`src/shared/dcs_pkg.sv`:
```
// package for the drive command/condition word block
package dcs_pkg;
  localparam int DCS_WORD_W = 16;

  // command word bit positions
  localparam int CMD_REF_LSB = 0;
  localparam int CMD_REF_MSB = 1;
  localparam int CMD_DC_BRAKE_N = 2;
  localparam int CMD_COAST_N = 3;
  localparam int CMD_QSTOP_N = 4;
  localparam int CMD_HOLD_N = 5;
  localparam int CMD_RAMP_START = 6;
  localparam int CMD_RESET = 7;
  localparam int CMD_JOG = 8;
  localparam int CMD_RAMP_SEL = 9;
  localparam int CMD_VALID = 10;
  localparam int CMD_RELAY1 = 11;
  localparam int CMD_RELAY2 = 12;
  localparam int CMD_SETUP = 13;
  localparam int CMD_REVERSE = 15;

  // condition word bit positions
  localparam int STS_CTRL_READY = 0;
  localparam int STS_DRIVE_READY = 1;
  localparam int STS_ENABLE = 2;
  localparam int STS_TRIP = 3;
  localparam int STS_ERROR = 4;
  localparam int STS_RESERVED = 5;
  localparam int STS_TRIPLOCK = 6;
  localparam int STS_WARNING = 7;
  localparam int STS_AT_REF = 8;
  localparam int STS_BUS_CTRL = 9;
  localparam int STS_FREQ_OK = 10;
  localparam int STS_RUNNING = 11;
  localparam int STS_OVERTEMP = 12;
  localparam int STS_VOLTAGE = 13;
  localparam int STS_TORQUE = 14;
  localparam int STS_TIMER = 15;

  // reset value of the held command word: everything stopped and coasting
  localparam logic [15:0] CMD_RESET_VALUE = 16'h0000;

  // option codes of the drive settings
  localparam logic [5:0] RELAY1_FUNC_CW11 = 6'h24; // option 36
  localparam logic [5:0] RELAY2_FUNC_CW12 = 6'h25; // option 37
  localparam logic [3:0] SETUP_MULTI = 4'h9;       // option 9

  // reversing source selection
  typedef enum logic [1:0] {
    DCS_REV_DIGITAL = 2'h0,
    DCS_REV_SERIAL  = 2'h1,
    DCS_REV_OR      = 2'h2,
    DCS_REV_AND     = 2'h3
  } dcs_rev_src_t;
endpackage

```
`src/dcs_word_core.sv`:
```
// drive command word decoder and condition word assembler
// Behaviour
// - bits 1:0 pick one of four presets
// - bit 2 low applies dc brake stop
// - bit 3 low coasts, output stage off
// - bit 4 low requests quick stop ramp
// - bit 5 low freezes output frequency
// - frozen: only coast or brake stops
// - bit 6 low ramps down, high allows start
// - trip reset on rising edge of bit 7
// - bit 8 high selects jog speed
// - bit 9 selects ramp pair two
// - bit 10 low ignores whole command word
// - bit 11 drives relay one if configured
// - bit 12 drives relay two if configured
// - bit 13 picks set-up in multi mode
// - bit 15 reverses if source allows serial
// - status bits 0..2 ready, ready, enable
// - status bit 5 always zero
// - status bits 3,4,6,7 report faults separately
// - status bit 8 shows speed at reference
// - status bit 9 shows bus control possible
// - status bits 10,11 limits and running
// - status bits 12..15 temperature, voltage, torque, timer
`timescale 1ns/1ps
module dcs_word_core
  import dcs_pkg::*;
(
  // clock and reset
  input  wire logic         i_clock,
  input  wire logic         i_reset,
  // command word from the bus transport
  input  wire logic [15:0]  i_command_word,
  input  wire logic         i_command_strobe,
  // drive settings
  input  wire logic [5:0]   i_relay1_function,
  input  wire logic [5:0]   i_relay2_function,
  input  wire logic [3:0]   i_active_setup,
  input  wire logic [1:0]   i_reverse_source,
  // digital input pins (asynchronous)
  input  wire logic         i_din_reverse,
  input  wire logic         i_din_coast,
  input  wire logic         i_din_dc_brake,
  input  wire logic         i_din_speed_up,
  input  wire logic         i_din_slow_down,
  // drive state from motor control
  input  wire logic         i_controls_ready,
  input  wire logic         i_drive_ready,
  input  wire logic         i_tripped,
  input  wire logic         i_error,
  input  wire logic         i_trip_locked,
  input  wire logic         i_warning,
  input  wire logic         i_at_reference,
  input  wire logic         i_panel_off,
  input  wire logic         i_site_local,
  input  wire logic         i_freq_in_limits,
  input  wire logic         i_start_present,
  input  wire logic         i_freq_nonzero,
  input  wire logic         i_overtemp_pause,
  input  wire logic         i_dc_voltage_bad,
  input  wire logic         i_current_limit,
  input  wire logic         i_thermal_timer_over,
  // decoded commands to motor control
  output logic [1:0]        o_preset_select,
  output logic              o_dc_brake,
  output logic              o_coast,
  output logic              o_quick_stop,
  output logic              o_freeze,
  output logic              o_speed_up,
  output logic              o_slow_down,
  output logic              o_ramp_stop,
  output logic              o_start_enable,
  output logic              o_trip_reset,
  output logic              o_jog,
  output logic              o_ramp_pair2,
  output logic              o_relay1,
  output logic              o_relay2,
  output logic              o_setup2,
  output logic              o_reverse,
  // condition word back to the master
  output logic [15:0]       o_drive_condition_word
);
  logic [15:0] drive_command_word_reg;
  logic        reset_bit_prev_reg;
  logic [1:0]  preset_reg;
  logic        dc_brake_reg;
  logic        coast_reg;
  logic        quick_stop_reg;
  logic        freeze_reg;
  logic        speed_up_reg;
  logic        slow_down_reg;
  logic        ramp_stop_reg;
  logic        start_enable_reg;
  logic        trip_reset_reg;
  logic        jog_reg;
  logic        ramp_pair2_reg;
  logic        relay1_reg;
  logic        relay2_reg;
  logic        setup2_reg;
  logic        reverse_reg;
  logic [15:0] condition_reg;
  logic [15:0] condition_next;
  logic [4:0]  din_level;
  logic        din_reverse;
  logic        din_coast;
  logic        din_dc_brake;
  logic        din_speed_up;
  logic        din_slow_down;
  logic        bus_reverse;
  logic        rev_next;

  // test a command bit of the held word
  function automatic logic cmd_bit(input logic [15:0] word, input int pos);
    cmd_bit = word[pos];
  endfunction

  // digital input synchronisers
  dcs_sync #(
    .WIDTH (5)
  ) u_din_sync (
    .i_clock (i_clock),
    .i_reset (i_reset),
    .i_async ({i_din_slow_down, i_din_speed_up, i_din_dc_brake, i_din_coast, i_din_reverse}),
    .o_level (din_level)
  );

  assign din_reverse   = din_level[0];
  assign din_coast     = din_level[1];
  assign din_dc_brake  = din_level[2];
  assign din_speed_up  = din_level[3];
  assign din_slow_down = din_level[4];

  // latch command word only when marked valid
  always_ff @(posedge i_clock)
  begin
    if (i_reset)
      drive_command_word_reg <= CMD_RESET_VALUE;
    else if (i_command_strobe && i_command_word[CMD_VALID])
      drive_command_word_reg <= i_command_word;
  end

  // trip reset pulse on rising edge of the reset bit
  always_ff @(posedge i_clock)
  begin
    if (i_reset)
    begin
      reset_bit_prev_reg <= 1'b0;
      trip_reset_reg     <= 1'b0;
    end
    else
    begin
      reset_bit_prev_reg <= cmd_bit(drive_command_word_reg, CMD_RESET);
      trip_reset_reg     <= cmd_bit(drive_command_word_reg, CMD_RESET) && !reset_bit_prev_reg;
    end
  end

  // preset, ramp pair and jog selection
  always_ff @(posedge i_clock)
  begin
    if (i_reset)
    begin
      preset_reg     <= 2'h0;
      ramp_pair2_reg <= 1'b0;
      jog_reg        <= 1'b0;
    end
    else
    begin
      preset_reg     <= {cmd_bit(drive_command_word_reg, CMD_REF_MSB),
                         cmd_bit(drive_command_word_reg, CMD_REF_LSB)};
      ramp_pair2_reg <= cmd_bit(drive_command_word_reg, CMD_RAMP_SEL);
      jog_reg        <= cmd_bit(drive_command_word_reg, CMD_JOG);
    end
  end

  // stop commands; freeze masks the ramp-type stops
  always_ff @(posedge i_clock)
  begin
    if (i_reset)
    begin
      dc_brake_reg     <= 1'b0;
      coast_reg        <= 1'b1;
      quick_stop_reg   <= 1'b0;
      freeze_reg       <= 1'b0;
      ramp_stop_reg    <= 1'b1;
      start_enable_reg <= 1'b0;
    end
    else
    begin
      freeze_reg     <= !cmd_bit(drive_command_word_reg, CMD_HOLD_N);
      dc_brake_reg   <= !cmd_bit(drive_command_word_reg, CMD_DC_BRAKE_N) || din_dc_brake;
      coast_reg      <= !cmd_bit(drive_command_word_reg, CMD_COAST_N) || din_coast;
      quick_stop_reg <= !cmd_bit(drive_command_word_reg, CMD_QSTOP_N)
                        && cmd_bit(drive_command_word_reg, CMD_HOLD_N);
      ramp_stop_reg  <= !cmd_bit(drive_command_word_reg, CMD_RAMP_START)
                        && cmd_bit(drive_command_word_reg, CMD_HOLD_N);
      start_enable_reg <= cmd_bit(drive_command_word_reg, CMD_RAMP_START)
                          && cmd_bit(drive_command_word_reg, CMD_COAST_N) && !din_coast;
    end
  end

  // speed up/down inputs only act on a frozen frequency
  always_ff @(posedge i_clock)
  begin
    if (i_reset)
    begin
      speed_up_reg  <= 1'b0;
      slow_down_reg <= 1'b0;
    end
    else
    begin
      speed_up_reg  <= !cmd_bit(drive_command_word_reg, CMD_HOLD_N) && din_speed_up;
      slow_down_reg <= !cmd_bit(drive_command_word_reg, CMD_HOLD_N) && din_slow_down;
    end
  end

  // relays, set-up and reversing, each gated by its setting
  assign bus_reverse = cmd_bit(drive_command_word_reg, CMD_REVERSE);

  always_comb
  begin
    unique case (dcs_rev_src_t'(i_reverse_source))
      DCS_REV_SERIAL: rev_next = bus_reverse;
      DCS_REV_OR:     rev_next = bus_reverse || din_reverse;
      DCS_REV_AND:    rev_next = bus_reverse && din_reverse;
      DCS_REV_DIGITAL: rev_next = din_reverse;
    endcase
  end

  always_ff @(posedge i_clock)
  begin
    if (i_reset)
    begin
      relay1_reg  <= 1'b0;
      relay2_reg  <= 1'b0;
      setup2_reg  <= 1'b0;
      reverse_reg <= 1'b0;
    end
    else
    begin
      relay1_reg  <= (i_relay1_function == RELAY1_FUNC_CW11)
                     && cmd_bit(drive_command_word_reg, CMD_RELAY1);
      relay2_reg  <= (i_relay2_function == RELAY2_FUNC_CW12)
                     && cmd_bit(drive_command_word_reg, CMD_RELAY2);
      if (i_active_setup == SETUP_MULTI)
        setup2_reg <= cmd_bit(drive_command_word_reg, CMD_SETUP);
      else
        setup2_reg <= 1'b0;
      reverse_reg <= rev_next;
    end
  end

  // assemble the condition word
  always_comb
  begin
    condition_next                  = 16'h0000;
    condition_next[STS_CTRL_READY]  = i_controls_ready && !i_tripped;
    condition_next[STS_DRIVE_READY] = i_drive_ready;
    condition_next[STS_ENABLE]      = !coast_reg;
    condition_next[STS_TRIP]        = i_tripped;
    condition_next[STS_ERROR]       = i_error && !i_tripped;
    condition_next[STS_RESERVED]    = 1'b0;
    condition_next[STS_TRIPLOCK]    = i_trip_locked;
    condition_next[STS_WARNING]     = i_warning;
    condition_next[STS_AT_REF]      = i_at_reference;
    condition_next[STS_BUS_CTRL]    = !i_panel_off && !i_site_local;
    condition_next[STS_FREQ_OK]     = i_freq_in_limits;
    condition_next[STS_RUNNING]     = i_start_present || i_freq_nonzero;
    condition_next[STS_OVERTEMP]    = i_overtemp_pause;
    condition_next[STS_VOLTAGE]     = i_dc_voltage_bad;
    condition_next[STS_TORQUE]      = i_current_limit;
    condition_next[STS_TIMER]       = i_thermal_timer_over;
  end

  always_ff @(posedge i_clock)
  begin
    if (i_reset)
      condition_reg <= 16'h0000;
    else
      condition_reg <= condition_next;
  end

  // outputs straight from flip-flops
  assign o_preset_select        = preset_reg;
  assign o_dc_brake             = dc_brake_reg;
  assign o_coast                = coast_reg;
  assign o_quick_stop           = quick_stop_reg;
  assign o_freeze               = freeze_reg;
  assign o_speed_up             = speed_up_reg;
  assign o_slow_down            = slow_down_reg;
  assign o_ramp_stop            = ramp_stop_reg;
  assign o_start_enable         = start_enable_reg;
  assign o_trip_reset           = trip_reset_reg;
  assign o_jog                  = jog_reg;
  assign o_ramp_pair2           = ramp_pair2_reg;
  assign o_relay1               = relay1_reg;
  assign o_relay2               = relay2_reg;
  assign o_setup2               = setup2_reg;
  assign o_reverse              = reverse_reg;
  assign o_drive_condition_word = condition_reg;
endmodule

```
`src/dcs_sync.sv`:
```
// three-stage synchroniser with agreement filter for a pin input
`timescale 1ns/1ps
module dcs_sync
  import dcs_pkg::*;
#(
  parameter int WIDTH = 1
)(
  // clock and reset
  input  wire logic             i_clock,
  input  wire logic             i_reset,
  // raw pin and clean level
  input  wire logic [WIDTH-1:0] i_async,
  output logic      [WIDTH-1:0] o_level
);
  logic [WIDTH-1:0] stage1_reg;
  logic [WIDTH-1:0] stage2_reg;
  logic [WIDTH-1:0] stage3_reg;
  logic [WIDTH-1:0] level_reg;

  // shift chain; first stage read only by the second
  always_ff @(posedge i_clock)
  begin
    if (i_reset)
    begin
      stage1_reg <= '0;
      stage2_reg <= '0;
      stage3_reg <= '0;
    end
    else
    begin
      stage1_reg <= i_async;
      stage2_reg <= stage1_reg;
      stage3_reg <= stage2_reg;
    end
  end

  // accept a bit change only when stages two and three agree
  always_ff @(posedge i_clock)
  begin
    if (i_reset)
      level_reg <= '0;
    else
      for (int b = 0; b < WIDTH; b++)
        if (stage2_reg[b] == stage3_reg[b])
          level_reg[b] <= stage2_reg[b];
  end

  assign o_level = level_reg;
endmodule

```
`config.mk`:
```
export PLATFORM = sky130hd
export DESIGN_NAME = dcs_word_core
export DESIGN_NICKNAME = d
export VERILOG_FILES = /design/src/shared/dcs_pkg.sv /design/src/dcs_word_core.sv /design/src/dcs_sync.sv
export SDC_FILE = /design/constraint.sdc
export NUM_CORES = 1
export LEC_CHECK = 0
export ABC_AREA = 1
export BUFFER_PORTS_ARGS = -buffer_cell sky130_fd_sc_hd__buf_4
export CAP_MARGIN = 25
export CORE_ASPECT_RATIO = 1.25
export CORE_MARGIN = 1
export CORE_UTILIZATION = 39
export CTS_CLUSTER_DIAMETER = 50
export DETAILED_ROUTE_END_ITERATION = 10
export GPL_TIMING_DRIVEN = 0
export HOLD_SLACK_MARGIN = 0.05
export PLACE_DENSITY_LB_ADDON = 0.05
export SYNTH_ARGS = -nofsm -noshare
export SYNTH_HDL_FRONTEND = slang
export SYNTH_SLANG_ARGS = --single-unit
```
`constraint.sdc`:
```
create_clock -name i_clock -period 0.9 [get_ports i_clock]
set_input_delay 0.09 -clock i_clock [delete_from_list [all_inputs] [get_ports i_clock]]
set_output_delay 0.09 -clock i_clock [all_outputs]
set_load 0.1 [all_outputs]
```
==> results of run 1 <==
[area by class of cell]
class / instances / area [um^2] / share of cell area
sequential: 67 / 1380 / 0.349
timing repair buffer: 140 / 1580 / 0.399
buffer: 10 / 80.1 / 0.0202
clock buffer: 13 / 149 / 0.0376
tap: 62 / 77.6 / 0.0196
inverter: 41 / 159 / 0.0401
multi-input combinational: 125 / 532 / 0.134
[routing by layer]
layer  GRT usage  wire (um)  up-vias
met5           0          0        -
met4       0.108        123        0
met3      0.0598        343       12
met2       0.368       2860       66
met1       0.219       2210      878
li1            -          -     1023
[synth_stat cells]
library cell  count
a21oi_1           7
buf_2             3
buf_4             2
buf_6             4
clkbuf_2          1
conb_1            1
dfxtp_1          67
inv_1            39
inv_2             1
inv_6             1
nand2_1           7
nand2_2           1
nand3_1           2
nand3b_1          2
nand4_1           3
nor2_1           78
nor3_1            3
o21ai_0          13
o21ai_1           7
or2_1             1
[cell usage in the layout, fill, tap and decap left out]
master / count
dfxtp_2: 32
buf_2: 3
nor3_1: 3
o21ai_0: 13
o21ai_1: 7
nand3_1: 2
nor2_1: 77
buf_12: 32
clkbuf_2: 1
buf_4: 58
dfxtp_1: 35
inv_2: 1
clkbuf_1: 3
nor2_2: 1
inv_6: 1
clkbuf_8: 10
conb_1: 1
nand2_1: 7
a21oi_1: 7
nand2_2: 1
buf_6: 4
inv_1: 39
or2_1: 1
dlygate4sd3_1: 52
nand3b_1: 2
nand4_1: 3
[path summary, 6_finish.rpt]
kind	from	end	slack [ps]
worst max-delay path	o_coast$_SDFF_PP1_	o_coast	-50
worst min-delay path	i_reverse_source[0]	o_reverse$_SDFF_PP0_	50
worst max register to register	drive_command_word_reg[5]$_SDFFE_PP0P_	o_ramp_stop$_SDFF_PP1_	190
worst min register to register	u_din_sync.stage1_reg[1]$_SDFF_PP0_	u_din_sync.stage2_reg[1]$_SDFF_PP0_	400
[tightest hold or removal path, delay by kind of cell]
kind | cells | cell delay, ps
simple gates | 1 | 40
compound gates | 1 | 110
buf+inv | 2 | 120
[logic make-up after synthesis]
logic type,Yosys count,synth area share
flip-flops,67,0.636
AND/OR/NAND/NOR,97,0.185
AO/OA/AOI/OAI,27,0.0641
buffers and inverters,51,0.113
other,1,0.00178
[power groups by stage]
stage / Clock (W) / Combinational (W) / Sequential (W)
floorplan: 0 / 0.000236 / 0.00366
global placement: 0 / 0.000991 / 0.00322
detailed placement: 0 / 0.00100 / 0.00322
CTS: 0.00207 / 0.00133 / 0.00319
global route: 0.00220 / 0.00143 / 0.00321
finish: 0.00204 / 0.00135 / 0.00319
[metrics by stage]
| step | setup TNS [ps] | power, W |
|---|---|---|
| 2_1_floorplan | 0 | 0.00389 |
| 3_3_place_gp | 0 | 0.00421 |
| 3_5_place_dp | 0 | 0.00422 |
| 4_1_cts | -1260 | 0.00659 |
| 5_1_grt | -1900 | 0.00684 |
| 6_report | -1110 | 0.00659 |
[timing repair]
item,in CTS,in global routing
endpoints found under the setup margin,32,33
setup buffers,0,1
hold buffers,52,0
gates resized for setup,96,1
pin swaps,0,1
endpoints found under the hold margin,37,0
==> impl_metrics.yaml, run 1 <==
clock_tree:
  cts-root-buf: "clkbuf_8"
  numCtsBuffers: 9
  clock_latency_ps: 330
  cts_tree: "done"
  max-clock-path-buffers: 2
  clk_pin_slew_ps: 70
  clock_tree.htree_level_count: 3
  cts_num_sinks: 67
finish:
  drive_gt1_frac: 0.364
  final_util: 0.769
  fillers: 358
  antenna-diode-count: 0
  fin_nets: 452
  design_area_mm2: 0.00396
  stdcell_count: 458
  largest_register_ffs: 15
  syn2layout_area_growth_pct: 87.7
worst_setup_path:
  cpPeakStageDelay_ps: 350
  cp_top_family: "flip-flops"
  arrival_ps: 860
  cp_num_buf_inv: 1
  cp_slowest_cell: "dfxtp_2"
  path_class: "reg2out"
  endpoint_kind: "output pin"
  worstPathRequired_ps: 810
  cp-start-kind: "flop"
  cp_num_cells: 1
  r2r_cells: 2
  worstPathCellList: "buf_12"
  critPathMaxFanout: 2
routing:
  num_vias: 1979
  drc_errors: 0
  avgRoutedWirePerCell_um: 12.1
  via_per_inst: 4.32
  postRouteAntennaNets: 0
  drtPass1Iterations: 4
  wl_mm: 5.54
  drt_iter0_markers: 62
logic_synthesis:
  synthDominantCellAreaShare: 0.636
  syn_nets: 301
  synthCells: 243
  yosysWarnings: 0
  synthDistinctLibCells: 20
  yosysSeqAreaShare: 0.636
  ys_ff_latch: 67
  synth_area_per_cell_um2: 8.68
  syn_area_mm2: 0.00211
  yosysTopAreaCell: "dfxtp_1"
  synth_area_leaders: "dfxtp_1 (64%), nor2_1 (14%), inv_1 (6.9%)"
placement:
  dpl.hpwl_mm: 2.91
  gp_congestion: 0.672
  dp_slack_ps: 63.7
  place_area_mm2: 0.00288
  place.port_buffers: 87
  dp_cells: 392
power_and_ir_drop:
  p_int_w: 0.00477
  power_per_cell_area_mw_per_mm2: 1660
  vdd_drop_max_uv: 1420
  pwr-share-comb: 0.205
  clockPowerShare: 0.310
  p_sw_frac: 0.276
  power_switching_w: 0.00182
  p_leak_nw: 1.80
  sequentialPowerShare: 0.485
global_routing:
  antenna_found_initial: 0
  grt_pass1_wl_mm: 8.66
  grt_max_degree: 11
  grt_usage: 0.210
  grt_pass1_vias: 1922
  gr-total-overflow: 0
worst_hold_path:
  min_path_cells: 4
  hp-class: "in2reg"
die:
  rows: 29
  fp.coreArea_mm2: 0.00515
  die_h_um: 84.2
  die_area_mm2: 0.00571
  ioPinCount: 91
  initial_core_util: 0.409
  die_w_um: 67.8
sta:
  rsz0062_at_grt: "true"
  setup_violations: 32
  fin_worst_skew_ps: 4.79
  fin_ws_ps: -50.7
  slew_viol_final: 0
  fmax_mhz: 1050
  fin_hold_ws_ps: 52.9
  period_share: 1.06
  post-route-min-period_ps: 951
  hold_viol: 0
flow_run:
  maxCapViolCount: 0
run_status:
  violations: "negative setup slack"
  status: "finished, violations left"
Power figures use the tool's default switching activity.
==> inputs of run 2 (changes only) <==
--- a/config.mk
+++ b/config.mk
@@ -6,7 +6,7 @@
 export NUM_CORES = 1
 export LEC_CHECK = 0
 export ABC_AREA = 1
-export BUFFER_PORTS_ARGS = -buffer_cell sky130_fd_sc_hd__buf_4
+export BUFFER_PORTS_ARGS = -buffer_cell sky130_fd_sc_hd__clkbuf_2
 export CAP_MARGIN = 25
 export CORE_ASPECT_RATIO = 1.25
 export CORE_MARGIN = 1
==> run 2 against run 1 <==
Critical path depth unchanged. Largest power group unchanged. Via count increased by 1.8%. The run still ends with negative setup slack left. Sequential power about the same. Final cell count increased by 1.1%. Global-route usage increased by 1.1 points. Combinational power about the same. Hold slack improved by 11 ps.
==> impl_metrics.yaml, run 2 (synthesized netlist as in run 1, its figures left out) <==
worst_setup_path:
  worstReg2RegEnd: "o_reverse$_SDFF_PP0_"
  endpoint_kind: "output pin"
  worstPathCellList: "clkbuf_16"
  r2r-start: "u_din_sync.o_level[0]$_SDFFE_PP0N_"
  r2r_cells: 4
  worstPathRequired_ps: 810
  cp_num_buf_inv: 1
  cp_slowest_cell: "dfxtp_2"
  cp-start-kind: "flop"
  path_class: "reg2out"
  arrival_ps: 890
  cp_top_family: "flip-flops"
  cpPeakStageDelay_ps: 360
  r2r_slack_ps: 190
  critPathMaxFanout: 2
clock_tree:
  cts_setup_buffers: 0
  cts_tree: "done"
  max-clock-path-buffers: 2
  clock_latency_ps: 340
  clock_tree.htree_level_count: 3
  clk_pin_slew_ps: 70
  cts_num_sinks: 67
  cts-root-buf: "clkbuf_8"
  numCtsBuffers: 9
global_routing:
  use_met3: 0.0408
  grt_max_degree: 11
  grt_usage: 0.220
  grt_pass1_vias: 2113
  grt.met1_usage: 0.218
  gr-total-overflow: 0
  grt.busiest_layer: "met2"
  antenna_found_initial: 0
  grt_pass1_wl_mm: 9.07
  grtUsageMet2: 0.410
worst_hold_path:
  hold_path_end: "u_din_sync.o_level[0]$_SDFFE_PP0N_"
  hp-start: "i_reset"
  hp-class: "in2reg"
  min_path_cells: 4
sta:
  fin_worst_skew_ps: 10.4
  setup_violations: 32
  fmax_mhz: 1020
  rsz0062_at_grt: "true"
  hold_viol: 0
  slew_viol_final: 0
  post-route-min-period_ps: 981
  fin_tns_setup_ps: -1870
  fin_ws_ps: -80.8
  period_share: 1.09
run_status:
  status: "finished, violations left"
  violations: "negative setup slack"
die:
  ioPinCount: 91
  die_h_um: 84.2
  rows: 29
  die_area_mm2: 0.00571
  fp.coreArea_mm2: 0.00515
  die_w_um: 67.8
  initial_core_util: 0.409
routing:
  drtPass1Iterations: 4
  wl_mm: 5.88
  drt_iter0_markers: 64
  postRouteAntennaNets: 0
  num_vias: 2015
  via_per_inst: 4.35
  drc_errors: 0
  avgRoutedWirePerCell_um: 12.7
power_and_ir_drop:
  vdd_drop_max_uv: 1230
  power_per_cell_area_mw_per_mm2: 1710
  p_leak_nw: 1.87
finish:
  drive_gt1_frac: 0.364
  final_util: 0.785
  syn2layout_area_growth_pct: 91.8
  largest_register_ffs: 15
  antenna-diode-count: 0
  final_common_cell: "nor2_1"
  layout_common_cells: "nor2_1 (78), clkbuf_2 (56), dlygate4sd3_1 (55), inv_1 (39), dfxtp_1 (35)"
  fillers: 334
  fin_nets: 454
placement:
  place.port_buffers: 87
  gp_congestion: 0.690
  dp_slack_ps: 35.6
  dpl.hpwl_mm: 2.77
flow_run:
  maxCapViolCount: 0
==> run 2: changes by cell type in the layout (fill, tap and decap cells not counted), sizes merged <==
cell,previous run,this run
buf,97,9
clkbuf,14,103
clkinv,0,1
dlygate4sd3,52,55
==> run 2: worst reg2reg max path, cell delays in order, from the launching register on <==
cell	delay, ps
dfxtp_1	320
inv_1	70
nand2_1	50
a21oi_1	120
nor2_1	50
==> run 2: worst max-delay path by stage <==
stage	startpoint	endpoint	slack (ps)	depth (start not counted)
after floorplan	o_coast$_SDFF_PP1_	o_drive_condition_word[2]$_SDFF_PP0_	40	1
after global placement	o_coast$_SDFF_PP1_	o_coast	60	1
after detailed placement	i_command_strobe	drive_command_word_reg[4]$_SDFFE_PP0P_	40	5
after CTS	o_coast$_SDFF_PP1_	o_coast	-80	1
after global routing	o_jog$_SDFF_PP0_	o_jog	-100	1
final	o_coast$_SDFF_PP1_	o_coast	-80	1
==> run 2: timing repair <==
action | in CTS | in global routing
hold buffers | 55 | 0
setup endpoints to repair | 32 | 32
endpoints found under the hold margin | 38 | 0
gates resized for setup | 96 | 0
gates cloned | 0 | 0
pin swaps | 0 | 0
==> run 2: stage by stage <==
| stage | power, W | cells | instance area, um^2 | hold WS [ps] |
|---|---|---|---|---|
| 2_1_floorplan | 0.00389 | 243 | 2150 | 159 |
| 6_report | 0.00690 | 463 | 4050 | 64.0 |
| 5_1_grt | 0.00717 | 463 | 4050 | 85.1 |
| 3_3_place_gp | 0.00411 | 392 | 2660 | 245 |
| 3_5_place_dp | 0.00412 | 392 | 2660 | 251 |
| 4_1_cts | 0.00689 | 463 | 4050 | 59.9 |
==> run 2: area by class of cell <==
type | count | area, um^2 | area share
Buffer | 10 | 80.1 | 0.0198
Clock buffer | 15 | 186 | 0.0461
Clock inverter | 1 | 5.00 | 0.00124
Inverter | 41 | 159 | 0.0393
Multi-Input combinational cell | 125 | 529 | 0.131
Sequential cell | 67 | 1380 | 0.341
Tap cell | 62 | 77.6 | 0.0192
Timing Repair Buffer | 142 | 1630 | 0.402
==> run 2: where the power goes <==
| group | switching, W | leakage (nW) | total, W | internal, W |
|---|---|---|---|---|
| clock | 0.00108 | 0.0997 | 0.00238 | 0.00130 |
| sequential | 0.0000774 | 0.561 | 0.00319 | 0.00311 |
| combinational | 0.000725 | 1.21 | 0.00133 | 0.000604 |
| total | 0.00189 | 1.87 | 0.00690 | 0.00501 |
==> run 2: per-layer routing <==
| metal | vias up | routed length (um) | share of wire |
|---|---|---|---|
| met3 | 12 | 309 | 0.053 |
| met5 | - | 0 | 0 |
| li1 | 1034 | - | - |
| met4 | 0 | 140 | 0.024 |
| met2 | 64 | 3160 | 0.54 |
| met1 | 905 | 2270 | 0.39 |
